===== config.mk =====
export PLATFORM = sky130hd
export DESIGN_NAME = fspc_flash_sec_prot
export DESIGN_NICKNAME = d
export VERILOG_FILES = /design/src/logic/fspc_pkg.sv /design/src/logic/fspc_flash_sec_prot.sv
export SDC_FILE = /design/constraint.sdc
export NUM_CORES = 1
export LEC_CHECK = 0
export ABC_AREA = 1
export BUFFER_PORTS_ARGS = -buffer_cell sky130_fd_sc_hd__buf_2
export CAP_MARGIN = 0
export CORE_MARGIN = 5
export CORE_UTILIZATION = 55
export DETAILED_ROUTE_END_ITERATION = 16
export GPL_TIMING_DRIVEN = 0
export PLACE_DENSITY = 0.86
export SYNTH_ARGS = -nofsm -noshare
export SYNTH_HDL_FRONTEND = slang
export SYNTH_SLANG_ARGS = --single-unit

===== constraint.sdc =====
create_clock -name clk -period 4.8 [get_ports clk]
set_input_delay 0.24 -clock clk [delete_from_list [all_inputs] [get_ports clk]]
set_output_delay 0.24 -clock clk [all_outputs]
set_load 0.02 [all_outputs]

===== src/logic/fspc_pkg.sv =====
// Purpose: constants and carriers for the flash security and protection block
// Assumes: APB with 32-bit data, byte registers in the low bits of each word
// Notes:   key window is eight word slots, one key byte each
package fspc_pkg;
    localparam int        AW            = 8;
    localparam int        DW            = 32;
    localparam [AW-1:0]   OFS_OPT       = 8'h00;
    localparam [AW-1:0]   OFS_CFG       = 8'h04;
    localparam [AW-1:0]   OFS_PROT      = 8'h08;
    localparam [AW-1:0]   OFS_STAT      = 8'h0C;
    localparam [AW-1:0]   OFS_KEY0      = 8'h10;
    localparam [AW-1:0]   OFS_KEYN      = 8'h2C;
    localparam int        KEY_BYTES     = 8;
    localparam [3:0]      KEY_FULL      = 4'h8;
    localparam [15:0]     KEY_CPU_BASE  = 16'hFFB0;
    localparam int        OPT_BACKDOOR_ENABLE     = 7;
    localparam int        OPT_NORED     = 6;
    localparam [7:0]      OPT_RD_MASK   = 8'hC3;
    localparam [1:0]      SEC_UNSEC     = 2'h2;
    localparam int        CFG_KEYSEL    = 5;
    localparam [7:0]      CFG_RW_MASK   = 8'hE0;
    localparam [7:0]      CFG_RST       = 8'h00;
    localparam int        PROT_OFF      = 0;
    localparam int        PAGE_LSB      = 9;
    localparam int        STAT_VIOL     = 0;
    localparam int        STAT_SEC      = 1;
    localparam int        STAT_KEYSEQ   = 2;

    typedef struct packed {
        logic          psel;
        logic          penable;
        logic          pwrite;
        logic [AW-1:0] paddr;
        logic [DW-1:0] pwdata;
    } fspc_apb_req_type;

    typedef struct packed {
        logic [DW-1:0] prdata;
        logic          pready;
        logic          pslverr;
    } fspc_apb_rsp_type;

    typedef struct packed {
        logic        launch;
        logic        modifies;
        logic [15:0] addr;
    } fspc_cmd_type;

    typedef struct packed {
        logic        start;
        logic [15:0] addr;
        logic [7:0]  data;
    } fspc_kwin_type;

    typedef enum logic [0:0] {
        KEY_IDLE    = 1'b0,
        KEY_COLLECT = 1'b1
    } fspc_key_state_type;
endpackage : fspc_pkg


===== src/logic/fspc_flash_sec_prot.sv =====
// Purpose: flash option shadow, security decode, backdoor key and block protection
// Assumes: debugSrc qualifies the current APB transfer; nv images are static
// Notes:   one wait state on every APB transfer
// Notes on behaviour
// each reset copies the options image into the options shadow.
// options shadow bits 5 to 2 always read zero.
// bus writes to options shadow are ignored; change needs reprogram plus reset.
// backdoor key cannot unlock while backdoor enable bit is zero.
// only firmware key writes count; debug host key writes are dropped.
// eight matching key bytes in ascending order unlock until next reset.
// redirect disable bit one turns vector redirection off.
// only security code 1:0 means unsecured; others are secured.
// while secured, unsecured sources get no memory access.
// key unlock or clean blank check forces security code to 1:0.
// config bits 7 to 5 read/write; bits 4 to 0 read zero.
// key-select zero makes key window writes start flash commands.
// key-select one captures key window writes as key bytes only.
// each reset copies protection image into protection shadow; always readable.
// with protection on, only a smaller boundary may be written.
// with protection off, writes do not change protection.
// boundary bits 7:1 mark end of unprotected flash, protected at top.
// program or erase inside the protected region is refused.
// protection-off one protects nothing; zero protects the selected block.
// firmware sets key-select, writes eight bytes, then clears it to compare.
// protection shadow is writable only by debug host commands.
// a program or erase command hitting protected flash is dropped and sets violation flag.
// both shadows are loaded while reset is held.
//
// The implementer's own choices: the APB register port and the register addresses.
`timescale 1ns/10ps
`default_nettype none
module fspc_flash_sec_prot (
    input  wire logic                      clk,
    input  wire logic                      sys_rst,
    input  wire fspc_pkg::fspc_apb_req_type apbReq,
    input  wire logic                      debugSrc,
    input  wire logic [7:0]                optionsNvImage,
    input  wire logic [7:0]                protectionNvImage,
    input  wire logic [63:0]               backdoorKeyStore,
    input  wire logic                      untrustedReq,
    input  wire fspc_pkg::fspc_cmd_type     cmdIn,
    input  wire logic                      blankCheckOk,
    output var fspc_pkg::fspc_apb_rsp_type  apbRsp,
    output logic                           secured,
    output logic                           redirectDisable,
    output logic                           untrustedGrant,
    output logic                           cmdGo,
    output logic                           violationFlag,
    output var fspc_pkg::fspc_kwin_type     keyWinCmd
);
    import fspc_pkg::*;

    ////////////////////////////////////////////////////////////////////
    // state
    logic [7:0]         optShadow_ff;
    logic [7:0]         nxt_optShadow;
    logic [7:0]         cfg_ff;
    logic [7:0]         nxt_cfg;
    logic [7:0]         prot_ff;
    logic [7:0]         nxt_prot;
    logic               viol_ff;
    logic               nxt_viol;
    fspc_apb_rsp_type   rsp_ff;
    fspc_apb_rsp_type   nxt_rsp;
    fspc_key_state_type keyState_ff;
    fspc_key_state_type nxt_keyState;
    logic [3:0]         keyCnt_ff;
    logic [3:0]         nxt_keyCnt;
    logic               keyBad_ff;
    logic               nxt_keyBad;
    logic [7:0]         keyBuf_ff [KEY_BYTES];
    logic [7:0]         nxt_keyBuf [KEY_BYTES];
    logic               sec_ff;
    logic               nxt_sec;
    logic               nored_ff;
    logic               nxt_nored;
    logic               grant_ff;
    logic               nxt_grant;
    logic               go_ff;
    logic               nxt_go;
    fspc_kwin_type      kwin_ff;
    fspc_kwin_type      nxt_kwin;

    ////////////////////////////////////////////////////////////////////
    // apb decode
    logic          access;
    logic          wrDone;
    logic          isKey;
    logic [AW-1:0] keyOfs;
    logic [2:0]    keyIdx;
    logic          mapped;
    logic          wrOpt;
    logic          wrCfg;
    logic          wrProt;
    logic          wrStat;
    logic          wrKey;
    logic          keySel;
    logic          keySelFall;
    logic          keyMatch;
    logic          keyUnlock;
    logic          protHit;
    logic [7:0]    rdByte;

    assign access  = apbReq.psel & apbReq.penable;
    assign wrDone  = access & rsp_ff.pready & apbReq.pwrite;
    assign keyOfs  = apbReq.paddr - OFS_KEY0;
    assign keyIdx  = keyOfs[4:2];
    assign isKey   = (apbReq.paddr >= OFS_KEY0) && (apbReq.paddr <= OFS_KEYN)
                     && (apbReq.paddr[1:0] == 2'h0);
    assign mapped  = isKey || (apbReq.paddr == OFS_OPT) || (apbReq.paddr == OFS_CFG)
                     || (apbReq.paddr == OFS_PROT) || (apbReq.paddr == OFS_STAT);
    assign wrOpt   = wrDone && (apbReq.paddr == OFS_OPT);
    assign wrCfg   = wrDone && (apbReq.paddr == OFS_CFG);
    assign wrProt  = wrDone && (apbReq.paddr == OFS_PROT) && debugSrc;
    assign wrStat  = wrDone && (apbReq.paddr == OFS_STAT);
    assign wrKey   = wrDone && isKey;
    assign keySel  = cfg_ff[CFG_KEYSEL];
    assign keySelFall = wrCfg && keySel && !apbReq.pwdata[CFG_KEYSEL];

    ////////////////////////////////////////////////////////////////////
    // key comparison
    always_comb begin
        keyMatch = 1'b1;
        for (int i = 0; i < KEY_BYTES; i++) begin
            if (keyBuf_ff[i] != backdoorKeyStore[8*i +: 8]) begin
                keyMatch = 1'b0;
            end
        end
    end


    assign keyUnlock = keySelFall && (keyState_ff == KEY_COLLECT)
                       && optShadow_ff[OPT_BACKDOOR_ENABLE] && !keyBad_ff
                       && (keyCnt_ff == KEY_FULL) && keyMatch;

    always_comb begin
        nxt_keyState = keyState_ff;
        nxt_keyCnt   = keyCnt_ff;
        nxt_keyBad   = keyBad_ff;
        for (int i = 0; i < KEY_BYTES; i++) begin
            nxt_keyBuf[i] = keyBuf_ff[i];
        end
        case (keyState_ff)
            KEY_IDLE: begin
                if (wrCfg && apbReq.pwdata[CFG_KEYSEL]) begin
                    nxt_keyState = KEY_COLLECT;
                    nxt_keyCnt   = 4'h0;
                    nxt_keyBad   = 1'b0;
                end
            end
            KEY_COLLECT: begin
                if (wrKey && !debugSrc) begin
                    nxt_keyBuf[keyIdx] = apbReq.pwdata[7:0];
                    if ((keyCnt_ff == KEY_FULL) || ({1'b0, keyIdx} != keyCnt_ff)) begin
                        nxt_keyBad = 1'b1;
                    end else begin
                        nxt_keyCnt = keyCnt_ff + 4'h1;
                    end
                end
                if (keySelFall) begin
                    nxt_keyState = KEY_IDLE;
                end
            end
            default: begin
                nxt_keyState = KEY_IDLE;
            end
        endcase
    end

    ////////////////////////////////////////////////////////////////////
    // option shadow, config and protection
    always_comb begin
        nxt_optShadow = optShadow_ff;
        if (keyUnlock || blankCheckOk) begin
            nxt_optShadow[1:0] = SEC_UNSEC;
        end
        nxt_cfg = cfg_ff;
        if (wrCfg) begin
            nxt_cfg = apbReq.pwdata[7:0] & CFG_RW_MASK;
        end
        nxt_prot = prot_ff;
        if (wrProt && !prot_ff[PROT_OFF]) begin
            if (apbReq.pwdata[7:1] < prot_ff[7:1]) begin
                nxt_prot[7:1] = apbReq.pwdata[7:1];
            end
        end
        nxt_sec   = (nxt_optShadow[1:0] != SEC_UNSEC);
        nxt_nored = nxt_optShadow[OPT_NORED];
    end

    ////////////////////////////////////////////////////////////////////
    // commands, key window and memory gate

    assign protHit = !prot_ff[PROT_OFF] && (cmdIn.addr[15:PAGE_LSB] > prot_ff[7:1]);

    always_comb begin
        nxt_go    = cmdIn.launch && !(cmdIn.modifies && protHit);
        nxt_viol  = viol_ff;
        if (wrStat && apbReq.pwdata[STAT_VIOL]) begin
            nxt_viol = 1'b0;
        end
        if (cmdIn.launch && cmdIn.modifies && protHit) begin
            nxt_viol = 1'b1;
        end
        nxt_grant = untrustedReq && !sec_ff;
        nxt_kwin  = kwin_ff;
        nxt_kwin.start = 1'b0;
        if (wrKey && !keySel) begin
            nxt_kwin.start = 1'b1;
            nxt_kwin.addr  = KEY_CPU_BASE + {13'h0000, keyIdx};
            nxt_kwin.data  = apbReq.pwdata[7:0];
        end
    end

    ////////////////////////////////////////////////////////////////////
    // read mux and response
    always_comb begin
        rdByte = 8'h00;
        if (apbReq.paddr == OFS_OPT) begin
            rdByte = optShadow_ff & OPT_RD_MASK;
        end else if (apbReq.paddr == OFS_CFG) begin
            rdByte = cfg_ff & CFG_RW_MASK;
        end else if (apbReq.paddr == OFS_PROT) begin
            rdByte = prot_ff;
        end else if (apbReq.paddr == OFS_STAT) begin
            rdByte[STAT_VIOL]   = viol_ff;
            rdByte[STAT_SEC]    = sec_ff;
            rdByte[STAT_KEYSEQ] = (keyState_ff == KEY_COLLECT);
        end
    end

    always_comb begin
        nxt_rsp         = rsp_ff;
        nxt_rsp.pready  = 1'b0;
        nxt_rsp.pslverr = 1'b0;
        if (access && !rsp_ff.pready) begin
            nxt_rsp.pready  = 1'b1;
            nxt_rsp.pslverr = !mapped;
            nxt_rsp.prdata  = {24'h0000_00, rdByte};
        end
    end

    ////////////////////////////////////////////////////////////////////
    // registers
    always_ff @(posedge clk) begin
        if (sys_rst) begin
            optShadow_ff <= optionsNvImage & OPT_RD_MASK;
            prot_ff      <= protectionNvImage;
            sec_ff       <= (optionsNvImage[1:0] != SEC_UNSEC);
            nored_ff     <= optionsNvImage[OPT_NORED];
            cfg_ff       <= CFG_RST;
            viol_ff      <= 1'b0;
            rsp_ff       <= '0;
            keyState_ff  <= KEY_IDLE;
            keyCnt_ff    <= 4'h0;
            keyBad_ff    <= 1'b0;
            grant_ff     <= 1'b0;
            go_ff        <= 1'b0;
            kwin_ff      <= '0;
            for (int i = 0; i < KEY_BYTES; i++) begin
                keyBuf_ff[i] <= 8'h00;
            end
        end else begin
            optShadow_ff <= nxt_optShadow;
            prot_ff      <= nxt_prot;
            sec_ff       <= nxt_sec;
            nored_ff     <= nxt_nored;
            cfg_ff       <= nxt_cfg;
            viol_ff      <= nxt_viol;
            rsp_ff       <= nxt_rsp;
            keyState_ff  <= nxt_keyState;
            keyCnt_ff    <= nxt_keyCnt;
            keyBad_ff    <= nxt_keyBad;
            grant_ff     <= nxt_grant;
            go_ff        <= nxt_go;
            kwin_ff      <= nxt_kwin;
            for (int i = 0; i < KEY_BYTES; i++) begin
                keyBuf_ff[i] <= nxt_keyBuf[i];
            end
        end
    end

    assign apbRsp          = rsp_ff;
    assign secured         = sec_ff;
    assign redirectDisable = nored_ff;
    assign untrustedGrant  = grant_ff;
    assign cmdGo           = go_ff;
    assign violationFlag   = viol_ff;
    assign keyWinCmd       = kwin_ff;
endmodule : fspc_flash_sec_prot
`default_nettype wire


# ---- Word level (Yosys, flattened, before mapping)
# Memories as Yosys holds them, arrays and structs flattened.
# Index checks and enable logic that the tools add are counted.
dict set report word_totals {
  reg_bits 61
  ram_bits 64
  in_bits 146
  output_inout_bits 64
  word_cells 164
  n_memories 1
}
# memory words width read_ports rd_ports_with_merged_regs write_ports line
set memory_table {}
lappend memory_table {keyBuf_ff 8 8 8 0 8 fspc_flash_sec_prot.sv:71} ;# logic [7:0] keyBuf_ff [KEY_BYTES];
dict set report op_classes {
  addsub 3
  magnitude_cmp 6
  n_eq_ne 19
  mux 51
  bitwise_logic 14
  n_reduce_logical 51
}
# op count
set op_table {}
lappend op_table {{$mux W64} 2}
lappend op_table {{$mux W8} 12}
lappend op_table {{$bwmux W64} 1}
lappend op_table {{$ne A8 B8 Y1} 8}
lappend op_table {{$logic_and A1 B1 Y1} 27}
lappend op_table {{$mux W25} 1}
lappend op_table {{$demux W8 S3} 1}
lappend op_table {{$mux W1} 20}
lappend op_table {{$eq A8 B4 Y1 const B} 2}
lappend op_table {{$mux W7} 2}
lappend op_table {{$mux W4} 3}
lappend op_table {{$add A8 B4 Y9 const A} 1}
lappend op_table {{$logic_not A1 Y1} 9}
lappend op_table {{$eq A8 B3 Y1 const B} 1}
lappend op_table {{$ge A8 B5 Y1 const B} 1}
lappend op_table {{$le A8 B6 Y1 const B} 1}
lappend op_table {{$logic_not A8 Y1} 1}
lappend op_table {{$ne A2 B2 Y1 const B} 4}
lappend op_table {{$or A1 B1 Y1} 8}
lappend op_table {{$pmux W4 S2} 1}
lappend op_table {{$gt A7 B7 Y1} 1}
lappend op_table {{$lt A7 B7 Y1} 1}
lappend op_table {{$logic_or A1 B1 Y1} 6}
lappend op_table {{$mux W2} 3}
lappend op_table {{18 further kinds} 27}

# ---- Longest topological paths before layout
# Gate-level depths: netlist of run 1.
dict set report logic_depth {
  depth_word 15
  depth_mapped 13
  mapped_depth_nobuf 13
}

# ---- Worst setup path after synthesis of run 1
# Ideal clock, no wire load.
dict set report synth_path {
  path_kind {in2reg}
  from {input port apbReq[33] (netlist name)}
  to {register prot_ff[1] (enable)}
  setup_ns 0.393
  arrival_ns 1.929
  required_time_ns 4.407
  path_slack_ns 2.478
  stages 7
  n_path_buf 0
  cell_sequence {nor2_1 -> inv_1 -> nor2_1 -> nand3_1 -> inv_1 -> nand3_1 -> o41ai_1}
}
dict set report synth_between {
  elab_chain_cells 6
}
# item line
set synth_rtl {}
lappend synth_rtl {{start: declaration} fspc_flash_sec_prot.sv:35} ;# input wire fspc_pkg::fspc_apb_req_type apbReq,
lappend synth_rtl {{$eq A8 B4 Y1} fspc_flash_sec_prot.sv:114} ;# assign wrProt = wrDone && (apbReq.paddr == OFS_PROT) && debugSrc;
lappend synth_rtl {{$logic_and A1 B1 Y1 (2 in series)} fspc_flash_sec_prot.sv:114}
lappend synth_rtl {{$logic_and A1 B1 Y1} fspc_flash_sec_prot.sv:182} ;# if (wrProt && !prot_ff[PROT_OFF]) begin
lappend synth_rtl {{$reduce_bool A2 Y1 (no line)} --}
lappend synth_rtl {{$reduce_and A2 Y1 (no line)} --}
lappend synth_rtl {{end signal: assignment} fspc_flash_sec_prot.sv:248} ;# prot_ff <= protectionNvImage;
lappend synth_rtl {{end signal: assignment} fspc_flash_sec_prot.sv:265} ;# prot_ff <= nxt_prot;
lappend synth_rtl {{end: declaration} fspc_flash_sec_prot.sv:59} ;# logic [7:0] prot_ff;
# Every way passes these cells.
# A chain may end at the register's enable or synchronous reset.

# ---- Worst setup path after layout of run 1
dict set report layout_path {
  from {register prot_ff[7]}
  to {register prot_ff[5] (enable)}
}
dict set report layout_between {
  elab_chain_cells 3
}
# item line
set layout_rtl {}
lappend layout_rtl {{$lt A7 B7 Y1} fspc_flash_sec_prot.sv:183} ;# if (apbReq.pwdata[7:1] < prot_ff[7:1]) begin
lappend layout_rtl {{$reduce_bool A2 Y1 (no line)} --}
lappend layout_rtl {{$reduce_and A2 Y1 (no line)} --}
# Every way passes these cells.

==> results of run 1 <==
## repair_timing
item,4_1_cts,5_1_grt
resized for setup,0,0
hold endpoints to repair,8,0
setup buffers,0,0
hold buffers,7,0
## per-layer routing
metal / share of wire [%] / track usage [%] / vias up
met5: 0.11 / 0 / -
met4: 5.9 / 16.35 / 2
met3: 11 / 6.526 / 102
met2: 45 / 45.60 / 424
met1: 38 / 34.85 / 2841
li1: - / - / 3144
## state kept, by name (all words and copies together), names as in the netlist, 3 cells and up
name,count
apbRsp,10
keyBuf_ff,64
prot_ff,8
optShadow_ff,4
cfg_ff,3
keyCnt_ff,4
keyWinCmd,13
## cells in the mapped netlist (4+ instances only)
master      n
o21ai_0   101
clkbuf_1   17
nand3_1    19
xnor2_1    13
inv_2       5
nand4_1     5
buf_4      38
nor2_4      6
nor2_1    137
a21oi_1    74
dfxtp_1   103
nor3_1      4
nand2_1   191
ha_1       15
inv_1     122
edfxtp_1   10
## final timing paths
path                                           start           end  slack [ps]  depth (start not counted)
worst max-delay path                      prot_ff[7]    prot_ff[5]        2530                          5
worst min-delay path            protectionNvImage[1]    prot_ff[1]           7                          3
worst max register to register            prot_ff[7]    prot_ff[5]        2530                          5
worst min register to register          keyWinCmd[4]  keyWinCmd[4]         440                          2
## placed cells by master, fill, tap and decap left out, drive strengths merged, types with 4 or more instances in the layout
master         n
inv          129
clkinvlp       6
clkinv         6
conb          26
dlygate4sd3    7
nand4          5
clkbuf        37
edfxtp        10
xnor2         13
nand2        193
buf          187
a21oi         74
o21ai        102
nor2         146
ha            15
nand3         19
dfxtp        103
nor3           4
## through the flow
stage                     cells  setup WS (ps)  instance area, um2
after detailed placement   1202           1807                7028
after global routing       1241           2475                7641
after floorplan             918           2478                6132
final                      1241           2533                7641
after CTS                  1241           2153                7634
after global placement     1202           1859                7028
## cell type report
class / count / area, um2 / share of cell area (%)
multi-input combinational: 615 / 2912 / 38.10
sequential: 113 / 2362 / 30.92
timing repair buffer: 151 / 790.8 / 10.35
inverter: 129 / 484.2 / 6.337
clock buffer: 19 / 421.7 / 5.518
buffer: 61 / 381.6 / 4.994
tap: 140 / 175.2 / 2.292
clock inverter: 13 / 113.9 / 1.490
## critical path, stage by stage, from the launching register on
cell,delay (ps)
edfxtp_1,400
inv_1,120
ha_1,250
a21oi_1,160
o21ai_0,150
o41ai_2,820
## cell families after synthesis
kind of cell	Yosys count	share of synthesized area, %
compound gates	187	15.96
xor+xnor	15	2.176
fa+ha+maj	15	3.108
buf+inv	190	14.34
flops	113	39.12
other cells	1	0.06210
simple gates	372	25.24
## where the power goes
part           switching [mW]  leakage [nW]  internal (mW)  total (mW)
sequential            0.00902         0.930          0.969       0.978
clock                   0.455         0.247          0.683        1.14
combinational           0.163          2.65          0.103       0.266
total                   0.627          3.83           1.76        2.38
==> run_results.csv, run 1 <==
group,metric,value,unit
outcome,status,"completed",
critical_path,crit_arrival,2420,ps
synth,yosys.area.top_type_share,34.15,%
placement,hpwl,13.31,mm
layout,nets,1249,
global_route,grt_pass1_vias,6127,
sta,tightestPinTransition,858.3,ps
die,start_util,55.95,%
synth,synthesis.area,6038,um2
drt,drt-wirelength-per-cell,15.00,um
placement,place_congestion,0.9534,
sta,setup_viol,0,
placement,port_buffers,144,
synth,synth_edf_count,10,
global_route,grt_pass1_wl,29.17,mm
critical_path,crit_path_end_kind,"register",
global_route,grt_start_max_net_pins,17,
die,die-area,13170,um2
critical_path,critPathKind,"reg -> reg",
layout,antennaDiodeCount,0,
power_and_ir_drop,leakage,3.828,nW
power_and_ir_drop,power,2.382,mW
clock_network,cts_sinks,113,
synth,synth_cell_types,36,
synth,synth_area_leaders,"dfxtp_1, nand2_1, nor2_1",
global_route,antenna_found_initial,1,
die,core_area,10790,um2
clock_network,cts_tree,"built",
synth,synthCells,893,
synth,synth-seq-cells,113,
critical_path,critical_path_required,4950,ps
layout,fill_cells,845,
power_and_ir_drop,p_per_area,311.8,nW/um2
die,die_w,114.8,um
synth,ys_seq_area_share,39.12,%
drt,vias_per_cell,5.248,
clock_network,clock_latency,530,ps
drt,antenna_left,0,
synth,yosys_warnings,0,
power_and_ir_drop,ir_drop,0.2314,mV
synth,synth_top_area_cell,"dfxtp_1",
sta,fmax,0.4412,GHz
synth,avgSynthCellArea,6.762,um2
sta,grt_setup_unrepaired,"no",
sta,relSlewSlack,42.16,%
die,io_pins,210,
sta,finalCriticalPeriod,2267,ps
drt,dr_total_vias,6513,
min_path,min_path_type,"in -> reg",
sta,timing_hold_violations_final,0,
critical_path,critPathLaunchType,"register",
global_route,grt.total_usage,28.32,%
sta,slew_violations,0,
drt,wirelength,18.61,mm
sta,finalCritPeriodShare,47.22,%
clock_network,root_buffer,"clkbuf_8",
clock_network,cts-buffers-inserted,17,
drt,drcViolationCount,0,
drt,first_pass_iters,6,
die,rows,38,
clock_network,cts_buffer_depth,2,
clock_network,htreeDepth,4,
layout,area_growth,26.54,%
global_route,overflow,0,
synth,synth_ff_type,"dfxtp_1",
critical_path,cp_max_fo,7,
sta,fin_hold_ws,6.765,ps
synth,synthArstFlopShare,0,%
layout,utilization,70.80,%
die,die_y,114.8,um
drt,drtIter0Drc,700,
layout,drive_above_1_share,21.44,%
clock_network,clk_pin_slew_worst_paths,50,ps
run,drv_cap,0,
sta,clock_skew,10.48,ps
sta,tns,0,ps
Note: power is estimated with default switching activity, not from simulation.
==> run 2: changes to the inputs <==
CORE_UTILIZATION = 46   (was 55)
PLACE_DENSITY = 0.76   (was 0.86)
clock period = 1.9 ns   (was 4.8 ns; I/O delays follow)
==> run 2 against run 1 <==
Cell count increased by 4.3%. First-iteration DRC count shrank 0.14%. Count of clock-buffer cells in the layout is 7 higher. Global-route usage fell by 4.2 points. Clock skew down 5.3 ps. Core utilization is 8.1 points lower. Critical endpoint is now prot_ff[2]. Worst hold slack improved by 9.6 ps. Worst setup slack worse by 2500 ps. Sequential power grew to 2.5 times the previous value. Highest routed layer is now met4. Maximum frequency increased by 24%.
==> run_results.csv, run 2 (synthesized netlist as in run 1, its figures left out) <==
group,metric,value,unit
outcome,status,"completed",
placement,placed_area,7076,um2
critical_path,slowest_stage,"edfxtp_1",
critical_path,crit_chain,"inv_1 -> ha_1 -> a21oi_1 -> a21oi_1 -> o41ai_4 -> buf_4",
global_route,grt_pass1_vias,6199,
sta,fin_hold_ws,16.35,ps
sta,timing_hold_violations_final,0,
power_and_ir_drop,ir_drop,0.6065,mV
power_and_ir_drop,power,6.393,mW
layout,design_area,7983,um2
sta,setup_viol,0,
placement,port_buffers,144,
critical_path,critPathKind,"reg -> reg",
die,die_w,124.6,um
sta,clock_skew,5.231,ps
placement,hpwl,13.80,mm
clock_network,root_buffer,"clkbuf_16",
run,drv_cap,0,
drt,drtIter0Drc,699,
min_path,min_path_type,"in -> reg",
critical_path,crit_path_frequent_cell,"a21oi_1",
global_route,grt.total_usage,24.11,%
layout,mostFrequentLayoutCell,"nand2_1",
sta,grt_setup_unrepaired,"yes",
clock_network,clk_pin_slew_worst_paths,50,ps
power_and_ir_drop,leakage,3.988,nW
global_route,overflow,0,
critical_path,cpPeakStageDelay,400,ps
drt,antenna_left,0,
critical_path,critPathLaunchType,"register",
clock_network,cts_sinks,113,
die,core_area,12720,um2
die,rows,41,
global_route,antenna_found_initial,0,
drt,first_pass_iters,5,
die,die_y,124.6,um
drt,wirelength,19.19,mm
clock_network,cts_buffer_depth,2,
placement,place_inst,1234,
critical_path,critical_path_required,2030,ps
layout,mostFrequentLayoutCells,"nand2_1, buf_2, nor2_1",
sta,tightestPinTransition,675.0,ps
critical_path,cp_num_buf_inv,2,
critical_path,crit_path_end_kind,"register",
layout,regMostFlops,"keyBuf_ff",
drt,drt-wirelength-per-cell,14.83,um
layout,area_growth,32.20,%
clock_network,cts_tree,"built",
global_route,grt_start_max_net_pins,17,
sta,finalCritPeriodShare,96.33,%
clock_network,cts-buffers-inserted,17,
layout,fin_cells,1294,
die,start_util,47.46,%
drt,dr_total_vias,6466,
clock_network,clock_latency,420,ps
layout,nets,1271,
critical_path,cp_max_fo,4,
clock_network,htreeDepth,4,
sta,slew_violations,0,
power_and_ir_drop,p_per_area,800.9,nW/um2
critical_path,crit_arrival,1960,ps
die,die-area,15520,um2
sta,finalCriticalPeriod,1830,ps
layout,largest_reg_flops,64,
critical_path,cpLargestDelayFamily,"compound AO/OA/AOI/OAI gates",
placement,place_congestion,0.9162,
die,io_pins,210,
sta,relSlewSlack,55.00,%
global_route,grt_pass1_wl,30.29,mm
layout,drive_above_1_share,22.75,%
drt,vias_per_cell,4.997,
sta,fmax,0.5464,GHz
drt,drcViolationCount,0,
layout,utilization,62.75,%
## run 2: where the power goes
part,internal [mW],total (mW),switching (mW)
Sequential,2.45,2.47,0.0229
Clock,2.16,3.23,1.06
Combinational,0.276,0.694,0.418
Total,4.89,6.39,1.50
## run 2: repair_timing
item | 4_1_cts | 5_1_grt
cloned | 0 | 0
hold buffers | 16 | 0
resized for setup | 2 | 12
setup buffers | 2 | 11
hold endpoints to repair | 16 | 0
endpoints found under the setup margin | 17 | 25
pin swaps | 1 | 6
## run 2: path summary, 6_finish.rpt
kind	from	to	slack [ps]	cells after the start
max	prot_ff[3]	prot_ff[2]	70	6
min reg2reg	keyWinCmd[8]	keyWinCmd[8]	440	2
min	sys_rst	apbRsp[1]	20	2
max reg2reg	prot_ff[3]	prot_ff[2]	70	6
## run 2: cell type report
| class | count | area [um2] |
|---|---|---|
| buffer | 61 | 381.6 |
| tap | 172 | 215.2 |
| antenna | 1 | 2.502 |
| inverter | 129 | 484.2 |
| fill | 1146 | 4740 |
| timing repair buffer | 173 | 978.4 |
| clock buffer | 26 | 530.5 |
| sequential | 113 | 2362 |
| multi-input combinational | 615 | 2958 |
| clock inverter | 4 | 70.07 |
## run 2: per-stage QoR
step,setup WS [ps],setup TNS [ps]
final,69.73,0
after global routing,-45.56,-61.72
after CTS,3.509,0
after detailed placement,-596.7,-4296
after global placement,-576.5,-4115
after floorplan,0.7466,0
## run 2: metal layers
layer	global-route usage [%]	share of wire (%)
met5	0	0
met4	11.86	3.6
met3	5.189	9.6
met2	39.19	46
met1	30.26	41
